==> src/pkg/csi_pkg.sv <==
package csi_pkg;
  localparam logic [5:0] IO_SP_LOW = 6'h3d;
  localparam logic [5:0] IO_SP_HIGH = 6'h3e;
  localparam logic [5:0] IO_STATUS = 6'h3f;
  localparam logic [5:0] IO_CORE_CTRL = 6'h35;
  localparam int BIT_GIE = 7;
  localparam int BIT_SIGN = 4;
  localparam int BIT_OVF = 3;
  localparam int BIT_NEG = 2;
  localparam int BIT_ZERO = 1;
  localparam int BIT_CARRY = 0;
  localparam int BIT_VEC_RELOC = 1;
  localparam logic [15:0] TOP_OF_DATA_MEMORY = 16'h04ff;
  localparam logic [12:0] BOOT_START = 13'h1c00;
  localparam int NUM_IRQ = 8;
  localparam int PC_W = 13;
  localparam int ENTRY_CYCLES = 4;
  localparam int SLEEP_EXTRA_CYCLES = 4;
  localparam int RETURN_CYCLES = 4;
  localparam int REG_COUNT = 32;
  localparam logic [4:0] PTR_X_LOW = 5'h1a;
  localparam logic [4:0] PTR_Y_LOW = 5'h1c;
  localparam logic [4:0] PTR_Z_LOW = 5'h1e;
  typedef enum logic [2:0] {
    CSI_RUN = 3'b000,
    CSI_ENTRY = 3'b001,
    CSI_RETURN = 3'b011
  } csi_state_t;
  typedef enum logic [2:0] {
    OP_NONE = 3'h0,
    OP_PUSH = 3'h1,
    OP_POP = 3'h2,
    OP_CALL = 3'h3,
    OP_RET = 3'h4,
    OP_IRQ_RETURN_OP = 3'h5,
    OP_SEI = 3'h6,
    OP_CLI = 3'h7
  } csi_op_t;
  typedef enum logic [1:0] {
    PORT_R1_W8 = 2'h0,
    PORT_R2_W8 = 2'h1,
    PORT_R2_W16 = 2'h2,
    PORT_R1_W16 = 2'h3
  } csi_port_mode_t;
  typedef enum logic [1:0] {
    PTR_PLAIN = 2'h0,
    PTR_DISP = 2'h1,
    PTR_POST_INC = 2'h2,
    PTR_PRE_DEC = 2'h3
  } csi_ptr_mode_t;
endpackage

==> src/rtl/csi_regfile.sv <==
`timescale 1ns/10ps
module csi_regfile
  import csi_pkg::*;
(
  input wire logic i_clock,
  input wire logic i_reset_n,
  input wire csi_port_mode_t i_port_mode,
  input wire logic [4:0] i_rd_a,
  input wire logic [4:0] i_rd_b,
  input wire logic i_wr_en,
  input wire logic [4:0] i_wr_addr,
  input wire logic [15:0] i_wr_data,
  input wire logic i_ptr_en,
  input wire logic [1:0] i_ptr_sel,
  input wire csi_ptr_mode_t i_ptr_mode,
  input wire logic [5:0] i_ptr_disp,
  output logic [15:0] o_rd_a,
  output logic [7:0] o_rd_b,
  output logic [15:0] o_ptr_addr
);
  // Registers are flops, not SRAM, so every port works in one cycle
  typedef struct packed {
    logic [REG_COUNT-1:0][7:0] r;
  } csi_rf_t;
  csi_rf_t st, next_st;
  logic [4:0] plo;
  logic [15:0] ptr;
  logic [15:0] ptr_new;

  function automatic logic [4:0] ptr_low(input logic [1:0] sel);
    case (sel)
      2'h0: ptr_low = PTR_X_LOW;
      2'h1: ptr_low = PTR_Y_LOW;
      default: ptr_low = PTR_Z_LOW;
    endcase
  endfunction

  always_comb begin
    plo = ptr_low(i_ptr_sel);
    ptr = {st.r[plo + 5'h01], st.r[plo]};
    ptr_new = ptr;
    o_ptr_addr = ptr;
    case (i_ptr_mode)
      PTR_DISP: o_ptr_addr = ptr + {10'h000, i_ptr_disp};
      PTR_POST_INC: ptr_new = ptr + 16'h0001;
      PTR_PRE_DEC: begin
        ptr_new = ptr - 16'h0001;
        o_ptr_addr = ptr_new;
      end
      default: ;
    endcase
    // Word reads use an even pair; single and dual byte modes read bytes
    case (i_port_mode)
      PORT_R1_W16: o_rd_a = {st.r[{i_rd_a[4:1], 1'b1}], st.r[{i_rd_a[4:1], 1'b0}]};
      default: o_rd_a = {8'h00, st.r[i_rd_a]};
    endcase
    o_rd_b = (i_port_mode == PORT_R2_W8 || i_port_mode == PORT_R2_W16) ?
      st.r[i_rd_b] : 8'h00;
    next_st = st;
    if (i_ptr_en && i_ptr_mode inside {PTR_POST_INC, PTR_PRE_DEC}) begin
      next_st.r[plo] = ptr_new[7:0];
      next_st.r[plo + 5'h01] = ptr_new[15:8];
    end
    if (i_wr_en) begin
      if (i_port_mode == PORT_R2_W16 || i_port_mode == PORT_R1_W16) begin
        next_st.r[{i_wr_addr[4:1], 1'b0}] = i_wr_data[7:0];
        next_st.r[{i_wr_addr[4:1], 1'b1}] = i_wr_data[15:8];
      end else begin
        next_st.r[i_wr_addr] = i_wr_data[7:0];
      end
    end
  end

  always_ff @(posedge i_clock or negedge i_reset_n) begin
    if (!i_reset_n) begin
      st <= '0;
    end else begin
      st <= next_st;
    end
  end
endmodule

==> src/rtl/csi_core_ctrl.sv <==
`timescale 1ns/10ps
module csi_core_ctrl
  import csi_pkg::*;
(
  input wire logic i_clock,
  input wire logic i_reset_n,
  input wire logic i_reset_vector_relocate_fuse,
  input wire logic i_alu_valid,
  input wire logic i_alu_arith,
  input wire logic [7:0] i_alu_result,
  input wire logic i_alu_carry,
  input wire logic i_alu_overflow,
  input wire logic i_insn_done,
  input wire logic i_sleeping,
  input wire csi_op_t i_op,
  input wire logic [PC_W-1:0] i_pc,
  input wire logic [7:0] i_pop_data,
  input wire logic i_io_wr,
  input wire logic i_io_rd,
  input wire logic [5:0] i_io_addr,
  input wire logic [7:0] i_io_wdata,
  input wire logic [NUM_IRQ-1:0] i_irq_event,
  input wire logic [NUM_IRQ-1:0] i_irq_is_level,
  input wire logic [NUM_IRQ-1:0] i_irq_enable,
  input wire logic [NUM_IRQ-1:0] i_flag_clear_w1,
  input wire logic [15:0] i_data_addr,
  input wire csi_port_mode_t i_port_mode,
  input wire logic [4:0] i_rd_a,
  input wire logic [4:0] i_rd_b,
  input wire logic i_rf_wr,
  input wire logic [4:0] i_rf_waddr,
  input wire logic [15:0] i_rf_wdata,
  input wire logic i_ptr_en,
  input wire logic [1:0] i_ptr_sel,
  input wire csi_ptr_mode_t i_ptr_mode,
  input wire logic [5:0] i_ptr_disp,
  output logic [7:0] o_io_rdata,
  output logic [15:0] o_rd_a,
  output logic [7:0] o_rd_b,
  output logic [15:0] o_ptr_addr,
  output logic o_data_is_reg,
  output logic [15:0] o_stack_pointer,
  output logic o_stack_wr,
  output logic [15:0] o_stack_addr,
  output logic [7:0] o_stack_wdata,
  output logic o_stall,
  output logic o_pc_load,
  output logic [PC_W-1:0] o_pc_value,
  output logic [NUM_IRQ-1:0] o_irq_flags,
  output logic o_irq_ack,
  output logic [2:0] o_irq_ack_id
);
  // ---------------------------------------------------------------
  // State
  // ---------------------------------------------------------------
  typedef struct packed {
    csi_state_t fsm;
    logic [3:0] cnt;
    logic [7:0] status;
    logic [15:0] sp;
    logic [7:0] core_ctrl;
    logic [NUM_IRQ-1:0] flags;
    logic hold_one;
    logic [2:0] irq_id;
    logic [PC_W-1:0] ret_pc;
    logic stack_wr;
    logic [15:0] stack_addr;
    logic [7:0] stack_wdata;
    logic pc_load;
    logic [PC_W-1:0] pc_value;
    logic irq_ack;
    logic [7:0] rdata;
    logic first;
  } csi_ctrl_t;
  csi_ctrl_t st, next_st;
  logic [NUM_IRQ-1:0] req;
  logic [NUM_IRQ-1:0] raw;
  logic take;
  logic [2:0] win;
  logic [3:0] entry_len;

  function automatic logic [2:0] lowest_set(input logic [NUM_IRQ-1:0] v);
    lowest_set = 3'h0;
    for (int k = NUM_IRQ - 1; k >= 0; k--) begin
      if (v[k]) begin
        lowest_set = k[2:0];
      end
    end
  endfunction

  // Source vectors are four words apart, starting at word 2; word 0 is reset
  function automatic logic [PC_W-1:0] vector_of(input logic [2:0] id, input logic reloc);
    logic [PC_W-1:0] base;
    base = reloc ? BOOT_START : '0;
    // Source 7 must not wrap, so the slot offset is built without a carry
    vector_of = base + {{(PC_W - 5){1'b0}}, id, 2'b10};
  endfunction

  csi_regfile u_regfile (
    .i_clock(i_clock),
    .i_reset_n(i_reset_n),
    .i_port_mode(i_port_mode),
    .i_rd_a(i_rd_a),
    .i_rd_b(i_rd_b),
    .i_wr_en(i_rf_wr),
    .i_wr_addr(i_rf_waddr),
    .i_wr_data(i_rf_wdata),
    .i_ptr_en(i_ptr_en),
    .i_ptr_sel(i_ptr_sel),
    .i_ptr_mode(i_ptr_mode),
    .i_ptr_disp(i_ptr_disp),
    .o_rd_a(o_rd_a),
    .o_rd_b(o_rd_b),
    .o_ptr_addr(o_ptr_addr)
  );

  // ---------------------------------------------------------------
  // Next state
  // ---------------------------------------------------------------
  always_comb begin
    next_st = st;
    next_st.stack_wr = 1'b0;
    next_st.pc_load = 1'b0;
    next_st.irq_ack = 1'b0;
    next_st.first = 1'b0;
    // Flag-type sources latch events; level sources follow the pin
    raw = i_irq_event | (st.flags & ~i_irq_is_level);
    req = raw & i_irq_enable;
    win = lowest_set(req);
    entry_len = i_sleeping ? 4'(ENTRY_CYCLES + SLEEP_EXTRA_CYCLES) : 4'(ENTRY_CYCLES);
    // CLI in this cycle blocks, SEI/IRQ_RETURN_OP guard one more instruction
    take = st.fsm == CSI_RUN && i_insn_done && st.status[BIT_GIE] && !st.hold_one
      && |req && i_op != OP_CLI;
    if (i_insn_done) begin
      next_st.hold_one = 1'b0;
    end
    if (i_alu_valid) begin
      next_st.status[BIT_NEG] = i_alu_result[7];
      next_st.status[BIT_ZERO] = i_alu_result == 8'h00;
      next_st.status[BIT_CARRY] = i_alu_carry;
      if (i_alu_arith) begin
        next_st.status[BIT_OVF] = i_alu_overflow;
      end
    end
    case (st.fsm)
      CSI_RUN: begin
        if (take) begin
          next_st.fsm = CSI_ENTRY;
          next_st.cnt = entry_len - 4'h1;
          next_st.irq_id = win;
          next_st.ret_pc = i_pc;
          next_st.status[BIT_GIE] = 1'b0;
          next_st.irq_ack = 1'b1;
        end else if (i_insn_done) begin
          case (i_op)
            OP_PUSH: next_st.sp = st.sp - 16'h0001;
            OP_POP: next_st.sp = st.sp + 16'h0001;
            OP_CALL: next_st.sp = st.sp - 16'h0002;
            OP_RET: next_st.sp = st.sp + 16'h0002;
            OP_IRQ_RETURN_OP: begin
              next_st.fsm = CSI_RETURN;
              next_st.cnt = 4'(RETURN_CYCLES - 1);
            end
            OP_SEI: begin
              next_st.status[BIT_GIE] = 1'b1;
              next_st.hold_one = 1'b1;
            end
            OP_CLI: next_st.status[BIT_GIE] = 1'b0;
            default: ;
          endcase
        end
      end
      CSI_ENTRY: begin
        next_st.cnt = st.cnt - 4'h1;
        if (st.cnt == 4'h1 || st.cnt == 4'h2) begin
          // Return address low byte first, high byte below it
          next_st.stack_wr = 1'b1;
          next_st.stack_addr = st.sp;
          next_st.stack_wdata = st.cnt == 4'h2 ? st.ret_pc[7:0] : 8'(st.ret_pc >> 8);
          next_st.sp = st.sp - 16'h0001;
        end
        if (st.cnt == 4'h0) begin
          next_st.fsm = CSI_RUN;
          next_st.pc_load = 1'b1;
          next_st.pc_value = vector_of(st.irq_id, st.core_ctrl[BIT_VEC_RELOC]);
        end
      end
      CSI_RETURN: begin
        next_st.cnt = st.cnt - 4'h1;
        if (st.cnt == 4'h2) begin
          next_st.sp = st.sp + 16'h0002;
          next_st.pc_value[PC_W-1:8] = i_pop_data[PC_W-9:0];
        end
        if (st.cnt == 4'h1) begin
          next_st.pc_value[7:0] = i_pop_data;
        end
        if (st.cnt == 4'h0) begin
          next_st.fsm = CSI_RUN;
          next_st.pc_load = 1'b1;
          next_st.status[BIT_GIE] = 1'b1;
          next_st.hold_one = 1'b1;
        end
      end
      default: next_st.fsm = CSI_RUN;
    endcase
    if (i_io_wr) begin
      case (i_io_addr)
        IO_SP_LOW: next_st.sp[7:0] = i_io_wdata;
        IO_SP_HIGH: next_st.sp[15:8] = i_io_wdata;
        IO_STATUS: next_st.status = i_io_wdata;
        IO_CORE_CTRL: next_st.core_ctrl = i_io_wdata;
        default: ;
      endcase
    end
    next_st.rdata = 8'h00;
    if (i_io_rd) begin
      case (i_io_addr)
        IO_SP_LOW: next_st.rdata = st.sp[7:0];
        IO_SP_HIGH: next_st.rdata = st.sp[15:8];
        IO_STATUS: next_st.rdata = st.status;
        IO_CORE_CTRL: next_st.rdata = st.core_ctrl;
        default: next_st.rdata = 8'h00;
      endcase
    end
    next_st.status[BIT_SIGN] = next_st.status[BIT_NEG] ^ next_st.status[BIT_OVF];
    // Set beats clear: a new event wins over a write-one clear
    next_st.flags = (st.flags & ~i_flag_clear_w1) | (i_irq_event & ~i_irq_is_level);
    if (take && !i_irq_is_level[win]) begin
      next_st.flags[win] = i_irq_event[win] & 1'b0;
    end
  end

  always_ff @(posedge i_clock or negedge i_reset_n) begin
    if (!i_reset_n) begin
      st <= '0;
      st.sp <= TOP_OF_DATA_MEMORY;
      st.pc_load <= 1'b1;
      st.first <= 1'b1;
    end else begin
      st <= next_st;
    end
  end

  assign o_io_rdata = st.rdata;
  assign o_data_is_reg = i_data_addr < 16'(REG_COUNT);
  assign o_stack_pointer = st.sp;
  assign o_stack_wr = st.stack_wr;
  assign o_stack_addr = st.stack_addr;
  assign o_stack_wdata = st.stack_wdata;
  assign o_stall = st.fsm != CSI_RUN;
  assign o_pc_load = st.pc_load;
  // Reset vector shows until the first edge; fuse picks boot start
  assign o_pc_value = st.first ? (i_reset_vector_relocate_fuse ? BOOT_START : '0)
    : st.pc_value;
  assign o_irq_flags = st.flags;
  assign o_irq_ack = st.irq_ack;
  assign o_irq_ack_id = st.irq_id;
endmodule

==> config.mk <==
export PLATFORM = sky130hd
export DESIGN_NAME = csi_core_ctrl
export DESIGN_NICKNAME = d
export VERILOG_FILES = /design/src/pkg/csi_pkg.sv /design/src/rtl/csi_regfile.sv /design/src/rtl/csi_core_ctrl.sv
export SDC_FILE = /design/constraint.sdc
export NUM_CORES = 1
export LEC_CHECK = 0
export BUFFER_PORTS_ARGS = -buffer_cell sky130_fd_sc_hd__buf_2
export CAP_MARGIN = 0
export CORE_ASPECT_RATIO = 1.4
export CORE_MARGIN = 2
export CORE_UTILIZATION = 54
export CTS_BUF_LIST = sky130_fd_sc_hd__clkbuf_2 sky130_fd_sc_hd__clkbuf_4 sky130_fd_sc_hd__clkbuf_8
export DETAILED_ROUTE_END_ITERATION = 6
export PLACE_DENSITY = 0.74
export SETUP_SLACK_MARGIN = 0.02
export SLEW_MARGIN = 20
export SYNTH_ARGS = -nofsm -noshare
export SYNTH_HDL_FRONTEND = slang
export SYNTH_SLANG_ARGS = --single-unit
export TNS_END_PERCENT = 50
==> constraint.sdc <==
create_clock -name i_clock -period 3.9 [get_ports i_clock]
set_input_delay 0.39 -clock i_clock [delete_from_list [all_inputs] [get_ports i_clock]]
set_output_delay 0.39 -clock i_clock [all_outputs]
set_load 0.01 [all_outputs]
==> results.ini <==
[worst_setup_path]
start_kind=flip-flop
critPathKind=flip-flop to primary output
path_common_cell=a21oi_2
crit_family=compound AO/OA/AOI/OAI gates
cp.arrival_ns=3.39
cp_max_fo=3
crit_path_top_delay_cell=dfrtp_1
crit_buf_inv=2
worstSetupEndpointType=primary output
path_cells=mux2i_1 -> o21a_2 -> inv_2 -> ha_4 -> fa_2 -> a21o_1 -> a21oi_2 -> o21bai_1 -> a21oi_2 -> nor2_2 -> a31oi_1 -> xnor2_1 -> buf_2
cp_data_required_time_ns=3.51
path_depth=13
r2r_cells=9
cpPeakStageDelay_ns=0.40

[drt]
dr.first_iter.drc_count=2405
vias=24500
routedWlPerCell_um=26.1
viasPerCell=6.86
drc=0
antenna_left=0
wl_mm=93.3
drtPass1Iterations=5

[power]
swShare=0.401
seqPwrFrac=0.367
p_per_area_nw_per_um2=572
combPwrFrac=0.409
power_frac_clock=0.223
vdd_drop_max_mv=0.522
finalPower_w=0.0170
p_sw_w=0.00683
leakage_nw=12.6
p_int_w=0.0102

[cells_and_area]
ff_latch_area_sq_um=9220
areaGrowthSynthToFinish_pct=13.1
drive_gt1_frac=0.286
fill_cells=3892
design_area_sq_um=29800
multiInputGateArea_sq_um=15700
utilization=0.619
nets=3060

[yosys]
synth_simple_gate_area_frac=0.149
synth-seq-cells=368
postSynthAreaPerCell_sq_um=9.75
synth_fp_nets=2875
synth_flop_cell=dfrtp_1
yosysTopAreaCellShare=0.339
ys_async_sr_fraction=1.00
synth_area_leaders=dfrtp_1, mux4_2, a21oi_1
synth_top_family_by_area=multiplexers
synth_compound_area_frac=0.160
synth_edf_count=0
synth.largest_area_cell=dfrtp_1
yosysWarnings=0
synth_cell_type_count=85
synth.most_common_cell=dfrtp_1
seq_area_frac_synth=0.350
synthMuxAreaShare=0.260
syn_inst=2701
synth_top_cells_by_count=dfrtp_1, nand2_1, a21oi_1
synth-adder-area-share=0.0117
synthXorXnorAreaFrac=0.0120
syn_area_sq_um=26300

[worst_hold_path]
hp-class=primary input to flip-flop
hold_depth=3

[sta]
max_slew_margin=0.155
min_period_ns=3.78
rsz0062_at_grt=true
worst_pin_slew_ns=1.26
slew_violations=0
final_hold_viol_count=0
post-route-period-util=0.969
final.setup_skew_ns=0.0245
setup_viol_count_final=0
max_clock_freq_ghz=0.265

[global_route]
antenna_found_initial=11
grt_use_met1=0.417
grt_util_met3=0.0676
grt_pass1_vias=24700
grt_pass1_wl_mm=143
grt_max_degree=106
busiest_layer=met2
grtUsageMet2=0.617
grt_overflow=0
grt_usage=0.369

[floorplan]
fp-row-count=95
start_util=0.547
core_sq_um=48100
die-area_sq_um=50600
die_h_um=265
ios=267
die_w_um=191

[placed_design]
dp_hpwl_mm=67.9
gp_congestion=1.04
io_buffers=261
postPlaceCellArea_sq_um=28000

[clock_tree]
cts_tree=built
clk_pin_slew_worst_paths_ns=0.07
cts_buffers=59
cts_max_path_buffers=3
cts-root-buf=clkbuf_8
cts.sinks=368
clk_latency_ns=0.70
htreeDepth=2

[flow_run]
cap_violations=0

[status]
status=complete, no violations

==> worst reg2reg max path, delay by kind of cell, from the launching register on <==
| family | cells | cell delay, ns |
|---|---|---|
| buffers and inverters | 1 | 0.17 |
| AND/OR/NAND/NOR | 4 | 1.26 |
| AO/OA/AOI/OAI | 3 | 0.89 |
| flip-flops | 1 | 0.48 |
| adder cells (fa/ha/maj) | 1 | 0.30 |
==> kinds of logic after synthesis <==
| kind of cell | Yosys count |
|---|---|
| muxes | 384 |
| buffers and inverters | 329 |
| other | 1 |
| AOI/OAI and AO/OA | 714 |
| and+or+nand+nor | 845 |
| DFF | 368 |
| xor gates and xnor gates | 36 |
| adders and majority gates | 24 |
==> routing by layer <==
layer / routed length, um / share of wire
met4: 8400 / 0.090
met5: 42 / 0.00045
met2: 45500 / 0.49
met3: 8060 / 0.086
met1: 31300 / 0.34
==> worst paths after layout <==
check	start	endpoint	slack, ns
setup / recovery	u_regfile.st[224]	o_ptr_addr[12]	0.12
hold / removal	i_irq_event[5]	o_irq_flags[5]	0.05
setup reg to reg	o_stack_pointer[2]	o_stack_pointer[9]	0.66
hold reg to reg	st[61]	st[61]	0.48
max in group asynchronous	i_reset_n	u_regfile.st[50]	2.58
min in group asynchronous	i_reset_n	o_irq_flags[1]	0.29
==> placed cells by master (no fill, tap or decap), types with 27 or more instances in the layout <==
| master | instances |
|---|---|
| mux2i_1 | 71 |
| o22ai_1 | 54 |
| clkbuf_8 | 75 |
| dfrtp_1 | 357 |
| nand3_1 | 43 |
| o21ai_0 | 193 |
| a21oi_1 | 258 |
| xnor2_1 | 27 |
| and2_1 | 42 |
| dlygate4sd3_1 | 30 |
| nor2_1 | 232 |
| buf_4 | 100 |
| inv_1 | 54 |
| nand2_1 | 315 |
| a31oi_1 | 32 |
| mux2_2 | 81 |
| nor3_1 | 33 |
| buf_2 | 255 |
| nor4_1 | 33 |
| mux4_2 | 232 |
==> layout make-up <==
class,instances,share of cell area
flip-flops and latches,368,0.310
clock inverters,19,0.00647
diodes,8,0.000672
repair buffers,395,0.0844
clock buffers,90,0.0384
multi-input cells,2004,0.527
inverters,58,0.00731
well taps,630,0.0265
==> power groups by stage <==
stage | clock network, W | registers [W] | logic [W]
2_1_floorplan | 0 | 0.00562 | 0.00511
3_3_place_gp | 0 | 0.00614 | 0.00653
3_5_place_dp | 0 | 0.00626 | 0.00673
4_1_cts | 0.00384 | 0.00619 | 0.00682
5_1_grt | 0.00400 | 0.00637 | 0.00748
6_report | 0.00381 | 0.00626 | 0.00697
==> per-stage QoR <==
step | cells | hold WS, ns | setup TNS (ns) | setup slack [ns]
global route | 3569 | 0.0197 | -0.00723 | -0.00522
CTS | 3563 | 0.00270 | 0 | 0.0107
detailed placement | 3421 | 0.462 | 0 | 0.260
finish | 3572 | 0.0469 | 0 | 0.121
global placement | 3421 | 0.456 | 0 | 0.252
floorplan | 2701 | 0.0944 | 0 | 0.703
==> sequential cells by signal, summed over array words and instances (netlist names) <==
name / flops
o_stack_pointer: 16
st: 50
o_stack_wdata: 8
o_stack_wr: 1
o_pc_load: 1
o_io_rdata: 8
o_irq_ack_id: 3
o_irq_flags: 8
o_stack_addr: 16
o_irq_ack: 1
u_regfile.st: 256
==> what timing repair did <==
action,CTS,global route
gates cloned,0,0
hold buffers,30,0
pin swaps,3,15
endpoints found under the setup margin,6,9
setup buffers,3,1
endpoints found under the hold margin,136,0
gates resized for setup,4,11
Power figures use the tool's default switching activity.
